## config.mk

```make
export PLATFORM = sky130hd
export DESIGN_NAME = adcsc_top
export DESIGN_NICKNAME = d
export VERILOG_FILES = /design/src/rtl/adcsc_pkg.sv /design/src/rtl/adcsc_flag.sv /design/src/rtl/adcsc_top.sv
export SDC_FILE = /design/constraint.sdc
export NUM_CORES = 1
export LEC_CHECK = 0
export BUFFER_PORTS_ARGS = -buffer_cell sky130_fd_sc_hd__buf_4
export CELL_PAD_IN_SITES_DETAIL_PLACEMENT = 1
export CELL_PAD_IN_SITES_GLOBAL_PLACEMENT = 2
export CORE_UTILIZATION = 25
export DETAILED_ROUTE_END_ITERATION = 6
export PLACE_DENSITY_LB_ADDON = 0.1
export RECOVER_POWER = 25
export SYNTH_ARGS = -nofsm -noshare
export SYNTH_HDL_FRONTEND = slang
export SYNTH_SLANG_ARGS = --single-unit
```

## constraint.sdc

```tcl
create_clock -name clk -period 10.9 [get_ports clk]
set_clock_uncertainty 0.1 [all_clocks]
set_input_delay 0 -clock clk [delete_from_list [all_inputs] [get_ports clk]]
set_output_delay 0 -clock clk [all_outputs]
set_load 0.01 [all_outputs]
```

## src/rtl/adcsc_pkg.sv

```systemverilog
package adcsc_pkg;
    // Register word indexes; the APB byte address is four times the index
    localparam logic [7:0] IDX_STATUS   = 8'h06;
    localparam logic [7:0] IDX_CMP_EN   = 8'h08;
    localparam logic [7:0] IDX_CMP_SENS = 8'h0E;
    localparam logic [7:0] IDX_START    = 8'h05;
    localparam logic [7:0] IDX_SETUP    = 8'h00;
    localparam logic [7:0] IDX_SETUP_N  = 8'h05;
    localparam logic [7:0] IDX_CTRL     = 8'h10;
    localparam logic [7:0] IDX_DONE     = 8'h0A;
    localparam logic [7:0] IDX_RESULT   = 8'h20;
    localparam logic [7:0] IDX_IRQ_ST   = 8'h11;
    localparam logic [7:0] IDX_IRQ_MASK = 8'h12;
    localparam int          ADDR_W      = 12;
    // Status field positions
    localparam int BIT_SEQ_DONE  = 7;
    localparam int BIT_UNUSED    = 6;
    localparam int BIT_TRIG_OVR  = 5;
    localparam int BIT_RES_OVR   = 4;
    localparam int PTR_MSB       = 3;
    // Control register field positions
    localparam int BIT_SCAN      = 0;
    localparam int BIT_FIFO      = 1;
    localparam int BIT_FAST_CLR  = 2;
    localparam int BIT_TRIG_LVL  = 3;
    localparam int BIT_TRIG_EN   = 4;
    // Interrupt status bits
    localparam int IRQ_SEQ_DONE  = 0;
    localparam int IRQ_TRIG_OVR  = 1;
    localparam int IRQ_RES_OVR   = 2;
    localparam int IRQ_CMP_HIT   = 3;
    localparam int IRQ_W         = 4;
    // Reset values
    localparam logic [15:0] RST_CMP_EN   = 16'h0000;
    localparam logic [15:0] RST_CMP_SENS = 16'h0000;
    localparam logic [7:0]  RST_CTRL     = 8'h00;
    localparam logic [3:0]  RST_IRQ_MASK = 4'h0;
    // Last conversion position of a sequence (16 conversions)
    localparam logic [3:0]  SEQ_LAST     = 4'hF;
    // Conversion time per position
    localparam int          CONV_NS      = 100;
    localparam int          CLK_NS       = 5;
    localparam int          CONV_CYC     = (CONV_NS + CLK_NS - 1) / CLK_NS;
    localparam logic [7:0]  CONV_CYC_W   = 8'(CONV_CYC);
    typedef enum logic [1:0] {ADCSC_IDLE, ADCSC_CONV, ADCSC_STORE} adcsc_state_t;
endpackage

```

## src/rtl/adcsc_flag.sv

```systemverilog
`timescale 1ns/1ps
// Sticky flag: set wins over soft clear, hard clear wins over all
module adcsc_flag (
    input  wire logic clk,
    input  wire logic rst_n,
    input  wire logic set,
    input  wire logic soft_clr,
    input  wire logic hard_clr,
    output logic      flag_ff
);
    always_ff @(posedge clk) begin
        if (!rst_n) begin
            flag_ff <= 1'b0;
        end else if (hard_clr) begin
            flag_ff <= 1'b0;
        end else if (set) begin
            flag_ff <= 1'b1;
        end else if (soft_clr) begin
            flag_ff <= 1'b0;
        end
    end
endmodule

```

## src/rtl/adcsc_top.sv

```systemverilog
// Chosen here: the APB slave port.
`timescale 1ns/1ps
// What this block does
// - Set sequence done at each sequence end
// - Clear done by W1C, start, fast read
// - Edge trigger during sequence sets trigger overrun
// - Trigger overrun cleared by W1C, setup, start
// - Result write with done set flags overrun
// - Result overrun cleared by W1C, setup, start
// - Compare/setup writes abort running sequence
// - Read-only 4-bit conversion pointer
// - Pointer zeroed at sequence ends unless FIFO
// - Pointer wraps from maximum to zero
// - Abort or start always clears pointer
// - Sixteen compare enables with sense select
// - Done flag reports compare success
// - Compare mode discards result, flags hit
// - Sense zero lower-or-same, one higher
// - Scan bit selects single or continuous while trigger enable is clear
module adcsc_top (
    input  wire logic        clk,
    input  wire logic        rst_n,
    input  wire logic        psel,
    input  wire logic        penable,
    input  wire logic        pwrite,
    input  wire logic [11:0] paddr,
    input  wire logic [31:0] pwdata,
    output logic      [31:0] prdata,
    output logic             pready,
    output logic             pslverr,
    input  wire logic        ext_trig,
    input  wire logic [11:0] conv_sample,
    output logic             busy,
    output logic             irq
);
    ////////////////////////////////////////////////////////////////////////////
    logic                   acc;
    logic                   wr;
    logic                   rd;
    logic [9:0]             widx;
    logic                   hit_status;
    logic                   wr_start;
    logic                   wr_setup;
    logic                   wr_cmp;
    logic                   wr_status;
    logic                   wr_result;
    logic                   rd_result;
    logic [3:0]             ridx;
    logic [15:0]            cmp_en_ff;
    logic [15:0]            cmp_sens_ff;
    logic [7:0]             ctrl_ff;
    logic [15:0]            done_ff;
    logic [11:0]            result_ff [16];
    logic [3:0]             ptr_ff;
    logic [7:0]             cnt_ff;
    logic                   trig_d_ff;
    logic                   trig_edge;
    logic                   abort;
    logic                   seq_end;
    logic                   conv_end;
    logic                   cmp_true;
    logic [3:0]             irq_st_ff;
    logic [3:0]             irq_mask_ff;
    logic [3:0]             irq_set;
    logic                   seq_done_flag;
    logic                   trig_overrun_flag;
    logic                   result_overrun_flag;
    logic [31:0]            nxt_prdata;
    adcsc_pkg::adcsc_state_t state_ff;

    assign acc  = psel && penable && pready;
    assign wr   = acc && pwrite;
    assign rd   = acc && !pwrite;
    assign widx = paddr[11:2];
    assign ridx = widx[3:0];
    assign hit_status = widx == 10'(adcsc_pkg::IDX_STATUS);
    assign wr_start  = wr && widx == 10'(adcsc_pkg::IDX_START);
    assign wr_setup  = wr && widx >= 10'(adcsc_pkg::IDX_SETUP)
                          && widx < 10'(adcsc_pkg::IDX_SETUP_N);
    assign wr_cmp    = wr && (widx == 10'(adcsc_pkg::IDX_CMP_EN)
                          || widx == 10'(adcsc_pkg::IDX_CMP_SENS));
    assign wr_status = wr && hit_status;
    assign wr_result = wr && widx[9:4] == 6'(adcsc_pkg::IDX_RESULT[7:4]);
    assign rd_result = rd && widx[9:4] == 6'(adcsc_pkg::IDX_RESULT[7:4]);
    ////////////////////////////////////////////////////////////////////////////
    // abort on setup or compare writes
    assign abort = wr_setup || wr_cmp;
    assign trig_edge = ext_trig && !trig_d_ff;
    assign conv_end = state_ff == adcsc_pkg::ADCSC_CONV
                      && cnt_ff == adcsc_pkg::CONV_CYC_W;
    assign seq_end  = conv_end && ptr_ff == adcsc_pkg::SEQ_LAST;
    assign cmp_true = cmp_sens_ff[ptr_ff] ? (conv_sample > result_ff[ptr_ff])
                                          : (conv_sample <= result_ff[ptr_ff]);

    always_ff @(posedge clk) begin
        if (!rst_n) begin
            trig_d_ff <= 1'b0;
        end else begin
            trig_d_ff <= ext_trig;
        end
    end

    // Sequencer; scan restarts
    always_ff @(posedge clk) begin
        if (!rst_n) begin
            state_ff <= adcsc_pkg::ADCSC_IDLE;
        end else if (abort) begin
            state_ff <= adcsc_pkg::ADCSC_IDLE;
        end else begin
            case (state_ff)
                adcsc_pkg::ADCSC_IDLE: begin
                    if (wr_start || (ctrl_ff[adcsc_pkg::BIT_TRIG_EN] && trig_edge)) begin
                        state_ff <= adcsc_pkg::ADCSC_CONV;
                    end
                end
                adcsc_pkg::ADCSC_CONV: begin
                    if (wr_start) begin
                        state_ff <= adcsc_pkg::ADCSC_CONV;
                    end else if (seq_end && !(ctrl_ff[adcsc_pkg::BIT_SCAN]
                                 && !ctrl_ff[adcsc_pkg::BIT_TRIG_EN])) begin
                        state_ff <= adcsc_pkg::ADCSC_IDLE;
                    end
                end
                default: state_ff <= adcsc_pkg::ADCSC_IDLE;
            endcase
        end
    end

    always_ff @(posedge clk) begin
        if (!rst_n) begin
            cnt_ff <= 8'h00;
        end else if (abort || wr_start || state_ff != adcsc_pkg::ADCSC_CONV || conv_end) begin
            cnt_ff <= 8'h00;
        end else begin
            cnt_ff <= cnt_ff + 8'h01;
        end
    end

    always_ff @(posedge clk) begin
        if (!rst_n) begin
            ptr_ff <= 4'h0;
        end else if (abort || wr_start) begin
            ptr_ff <= 4'h0;
        end else if (seq_end && !ctrl_ff[adcsc_pkg::BIT_FIFO]) begin
            ptr_ff <= 4'h0;
        end else if (conv_end) begin
            ptr_ff <= ptr_ff + 4'h1;
        end
    end

    ////////////////////////////////////////////////////////////////////////////
    always_ff @(posedge clk) begin
        if (!rst_n) begin
            cmp_en_ff   <= adcsc_pkg::RST_CMP_EN;
            cmp_sens_ff <= adcsc_pkg::RST_CMP_SENS;
            ctrl_ff     <= adcsc_pkg::RST_CTRL;
            irq_mask_ff <= adcsc_pkg::RST_IRQ_MASK;
        end else if (wr) begin
            if (widx == 10'(adcsc_pkg::IDX_CMP_EN))   cmp_en_ff   <= pwdata[15:0];
            if (widx == 10'(adcsc_pkg::IDX_CMP_SENS)) cmp_sens_ff <= pwdata[15:0];
            if (widx == 10'(adcsc_pkg::IDX_CTRL))     ctrl_ff     <= pwdata[7:0];
            if (widx == 10'(adcsc_pkg::IDX_IRQ_MASK)) irq_mask_ff <= pwdata[3:0];
        end
    end

    // Result / compare value store
    always_ff @(posedge clk) begin
        if (!rst_n) begin
            for (int i = 0; i < 16; i++) begin
                result_ff[i] <= 12'h000;
            end
        end else if (wr_result) begin
            result_ff[ridx] <= pwdata[11:0];
        end else if (conv_end && !cmp_en_ff[ptr_ff]) begin
            result_ff[ptr_ff] <= conv_sample;
        end
    end

    // Conversion done flags; compare success reported
    always_ff @(posedge clk) begin
        if (!rst_n) begin
            done_ff <= 16'h0000;
        end else begin
            for (int i = 0; i < 16; i++) begin
                if (wr_start) begin
                    done_ff[i] <= 1'b0;
                end else if (conv_end && ptr_ff == 4'(i)
                             && (!cmp_en_ff[i] || cmp_true)) begin
                    done_ff[i] <= 1'b1;
                end else if (ctrl_ff[adcsc_pkg::BIT_FAST_CLR]
                             && ((rd_result && !cmp_en_ff[i])
                             || (wr_result && cmp_en_ff[i])) && ridx == 4'(i)) begin
                    done_ff[i] <= 1'b0;
                end else if (!ctrl_ff[adcsc_pkg::BIT_FAST_CLR] && wr
                             && widx == 10'(adcsc_pkg::IDX_DONE) && pwdata[i]) begin
                    done_ff[i] <= 1'b0;
                end
            end
        end
    end

    ////////////////////////////////////////////////////////////////////////////
    // sequence done set; clears
    adcsc_flag u_seq_done (
        .clk      (clk),
        .rst_n    (rst_n),
        .set      (seq_end && !abort),
        .soft_clr ((wr_status && pwdata[adcsc_pkg::BIT_SEQ_DONE])
                   || (rd_result && ctrl_ff[adcsc_pkg::BIT_FAST_CLR])),
        .hard_clr (wr_start),
        .flag_ff  (seq_done_flag)
    );

    adcsc_flag u_trig_ovr (
        .clk      (clk),
        .rst_n    (rst_n),
        .set      (state_ff == adcsc_pkg::ADCSC_CONV && trig_edge
                   && ctrl_ff[adcsc_pkg::BIT_TRIG_EN] && !ctrl_ff[adcsc_pkg::BIT_TRIG_LVL]),
        .soft_clr (wr_status && pwdata[adcsc_pkg::BIT_TRIG_OVR]),
        .hard_clr (abort || wr_start),
        .flag_ff  (trig_overrun_flag)
    );

    adcsc_flag u_res_ovr (
        .clk      (clk),
        .rst_n    (rst_n),
        .set      (conv_end && !cmp_en_ff[ptr_ff] && done_ff[ptr_ff]),
        .soft_clr (wr_status && pwdata[adcsc_pkg::BIT_RES_OVR]),
        .hard_clr (abort || wr_start),
        .flag_ff  (result_overrun_flag)
    );

    ////////////////////////////////////////////////////////////////////////////
    assign irq_set[adcsc_pkg::IRQ_SEQ_DONE] = seq_end && !abort;
    assign irq_set[adcsc_pkg::IRQ_TRIG_OVR] = state_ff == adcsc_pkg::ADCSC_CONV && trig_edge
                   && ctrl_ff[adcsc_pkg::BIT_TRIG_EN] && !ctrl_ff[adcsc_pkg::BIT_TRIG_LVL];
    assign irq_set[adcsc_pkg::IRQ_RES_OVR]  = conv_end && !cmp_en_ff[ptr_ff] && done_ff[ptr_ff];
    assign irq_set[adcsc_pkg::IRQ_CMP_HIT]  = conv_end && cmp_en_ff[ptr_ff] && cmp_true;

    always_ff @(posedge clk) begin
        if (!rst_n) begin
            irq_st_ff <= 4'h0;
        end else if (wr && widx == 10'(adcsc_pkg::IDX_IRQ_ST)) begin
            irq_st_ff <= (irq_st_ff & ~pwdata[3:0]) | irq_set;
        end else begin
            irq_st_ff <= irq_st_ff | irq_set;
        end
    end

    always_ff @(posedge clk) begin
        if (!rst_n) begin
            irq  <= 1'b0;
            busy <= 1'b0;
        end else begin
            irq  <= |(irq_st_ff & irq_mask_ff);
            busy <= state_ff != adcsc_pkg::ADCSC_IDLE;
        end
    end

    ////////////////////////////////////////////////////////////////////////////
    always_comb begin
        nxt_prdata = 32'h0000_0000;
        if (hit_status) begin
            nxt_prdata[7:0] = {seq_done_flag, 1'b0, trig_overrun_flag,
                               result_overrun_flag, ptr_ff};
        end else if (widx == 10'(adcsc_pkg::IDX_CMP_EN)) begin
            nxt_prdata[15:0] = cmp_en_ff;
        end else if (widx == 10'(adcsc_pkg::IDX_CMP_SENS)) begin
            nxt_prdata[15:0] = cmp_sens_ff;
        end else if (widx == 10'(adcsc_pkg::IDX_CTRL)) begin
            nxt_prdata[7:0] = ctrl_ff;
        end else if (widx == 10'(adcsc_pkg::IDX_DONE)) begin
            nxt_prdata[15:0] = done_ff;
        end else if (widx == 10'(adcsc_pkg::IDX_IRQ_ST)) begin
            nxt_prdata[3:0] = irq_st_ff;
        end else if (widx == 10'(adcsc_pkg::IDX_IRQ_MASK)) begin
            nxt_prdata[3:0] = irq_mask_ff;
        end else if (widx[9:4] == 6'(adcsc_pkg::IDX_RESULT[7:4])) begin
            nxt_prdata[11:0] = result_ff[ridx];
        end
    end

    // No wait state: answer in first access cycle
    always_ff @(posedge clk) begin
        if (!rst_n) begin
            pready  <= 1'b0;
            prdata  <= 32'h0000_0000;
            pslverr <= 1'b0;
        end else begin
            pready  <= psel && !penable;
            prdata  <= nxt_prdata;
            pslverr <= 1'b0;
        end
    end
endmodule

```

==> results_dict.tcl <==
set metrics [dict create \
    synth_simple_gate_area_frac 0.159 \
    place_inst 2244 \
    yosysSeqAreaShare 0.470 \
    final_cell_mix "edfxtp_1, nand2_1, mux4_2" \
    synthArstFlopShare 0 \
    p_seq_frac 0.435 \
    utilization 0.297 \
    initial_core_util 0.253 \
    slew_viol_final 174 \
    end_kind "register" \
    via_count 12500 \
    combPwrFrac 0.084 \
    layout-drive-gt1-share 0.227 \
    synth_compound_area_frac 0.0889 \
    dieArea_sq_um 67900 \
    worstHoldPathType "input pin to register" \
    netSwitchingFraction 0.258 \
    yosysWarnings 0 \
    diodes 0 \
    io-pin-count 98 \
    synth_cells 1397 \
    synth_ff_type "edfxtp_1" \
    numCtsBuffers 40 \
    grt_overflow 0 \
    synthesis.area_sq_um 16700 \
    layoutNonFillerInstCount 2355 \
    powerDensity_nw_per_um2 143 \
    cts_setup_buffers 0 \
    synth_mux_area_frac 0.207 \
    ir_drop_mv 0.0960 \
    fmaxAchievable_mhz 152 \
    status "finished with violations" \
    ant_nets 0 \
    htree_levels 2 \
    slew_headroom -0.949 \
    grt_use_total 0.216 \
    antenna_found_initial 0 \
    synth_edf_count 192 \
    rrSetupSlack_ns 5.27 \
    die_w_microns 261 \
    final_nets 1541 \
    p_leak_nw 6.18 \
    dp_slack_ns 5.93 \
    finalCriticalPeriod_ns 6.58 \
    drtIter0Drc 932 \
    synth_top_family_by_area "multiplexers" \
    path_clk_slew_ns 0.06 \
    final-hold-violation-count 0 \
    synth_fa_ha_area_frac 0.0135 \
    hold_buffers 39 \
    worst_pin_slew_ns 2.92 \
    port-buffer-count 62 \
    synth_xor_area_frac 0.0136 \
    drt-total-wl_mm 72.4 \
    grt_pass1_vias 13200 \
    setup-tns-final_ns 0 \
    post-route-drc-count 19 \
    coreArea_sq_um 66000 \
    syn_to_final_growth_pct 17.5 \
    finalSetupViolations 0 \
    ctsRootBufferMaster "clkbuf_16" \
    setup_slack_ns 4.32 \
    tritoncts "done" \
    syn_avg_cell_area_sq_um 12.0 \
    grt_pass1_wl_mm 104 \
    cp_max_fo 50 \
    worst_setup_path_start_kind "input pin" \
    dr.pass1.iters 7 \
    internal-power_mw 2.08 \
    grt_max_degree 69 \
    ys_ff_latch 296 \
    row_count 94 \
    worstPathArrival_ns 6.73 \
    wire_per_inst_microns 30.7 \
    rsz0062_at_grt "no" \
    required_ns 11.05 \
    worstSkewPairLatency_ns 0.59 \
    final_common_cell "edfxtp_1" \
    clockBufferDepth 3 \
    worst-setup-path-type "input pin to register" \
    synth_cell_types 67 \
    dp_hpwl_mm 46.1 \
    total_power_mw 2.80 \
    die_y_microns 261 \
    p_sw_mw 0.722 \
    post_cts_resized 0 \
    violations "design-rule violations, max-capacitance violations, max-slew violations" \
    viasPerCell 5.31 \
    final.period_utilization 0.604 \
    clockPowerShare 0.481 \
    maxCapViolations 7 \
    clock-sinks 296 \
    finalWeightedCongestion 0.810 \
]
per-layer routing:
metal	vias up	wire, microns	track usage
li1	5514	-	-
met4	0	1530	0.0536
met5	-	0	0
met2	274	34400	0.357
met3	76	2310	0.0207
met1	6635	34100	0.304
synthesized netlist by cell type, drive strengths merged (12+ instances only):
cell type	n	area, sq um
xnor2	12	105
nor3	64	330
a21oi	31	159
xor2	14	123
mux4	129	2910
buf	77	472
a21o	18	135
ha	18	225
a22oi	14	105
o21ai	24	120
inv	23	86.3
nor2	111	417
dfxtp	104	2080
a21boi	36	270
nand2	134	503
edfxtp	192	5770
clkbuf	67	253
mux2i	41	519
nand3	49	250
a31oi	24	150
nor4	72	641
nor2b	24	150
power groups by stage:
stage               Clock (mW)  Combinational (mW)  Sequential, mW
floorplan                    0               0.124            1.24
global placement             0               0.226            1.24
detailed placement           0               0.227            1.24
CTS                       1.39               0.238            1.22
global route              1.42               0.248            1.22
finish                    1.35               0.236            1.22
worst paths after layout:
kind                  start         endpoint  depth (start not counted)
hold / removal     paddr[8]        prdata[0]                          5
hold reg to reg   cnt_ff[0]        cnt_ff[0]                          1
setup / recovery      rst_n  result_ff[9][2]                          8
setup reg to reg  ptr_ff[1]  result_ff[9][2]                          9
cell families (layout without fill, tap and decap cells):
family	after synthesis	count (layout)
AND/OR/NAND/NOR	507	507
flip-flops	296	296
AO/OA/AOI/OAI	209	209
multiplexers	173	173
buffers and inverters	167	245
XOR/XNOR	26	26
adder cells (fa/ha/maj)	18	18
other	1	17
flip-flops by register name (all words and copies together), names as in the netlist, 4 cells and up, named ones only:
name / cells
cmp_en_ff: 16
irq_st_ff: 4
prdata: 16
ptr_ff: 4
cmp_sens_ff: 16
result_ff: 192
irq_mask_ff: 4
cnt_ff: 8
done_ff: 16
ctrl_ff: 8
critical path, cell delays in order:
cell and delay [ns]:
dlygate4sd3_1 0.52, clkbuf_1 1.75, nand3_1 0.97, a21oi_1 1.51, buf_4 0.53, nand2_1 0.19
o211ai_1 0.76, buf_4 0.40
final cells by class:
class | count | area, sq um
clock buffers | 49 | 1100
clock inverters | 23 | 220
fillers | 7156 | 46400
inverters | 23 | 86.3
multi-input cells | 950 | 8160
flip-flops and latches | 296 | 7850
well taps | 864 | 1080
repair buffers | 150 | 1130
metrics by stage:
step / cell area (sq um) / hold slack, ns
after floorplan: 16800 / 0.0217
after global placement: 18100 / 0.133
after detailed placement: 18100 / 0.131
after CTS: 19800 / 0.0956
after global routing: 19600 / 0.150
final: 19600 / 0.120
Power figures use the tool's default switching activity.
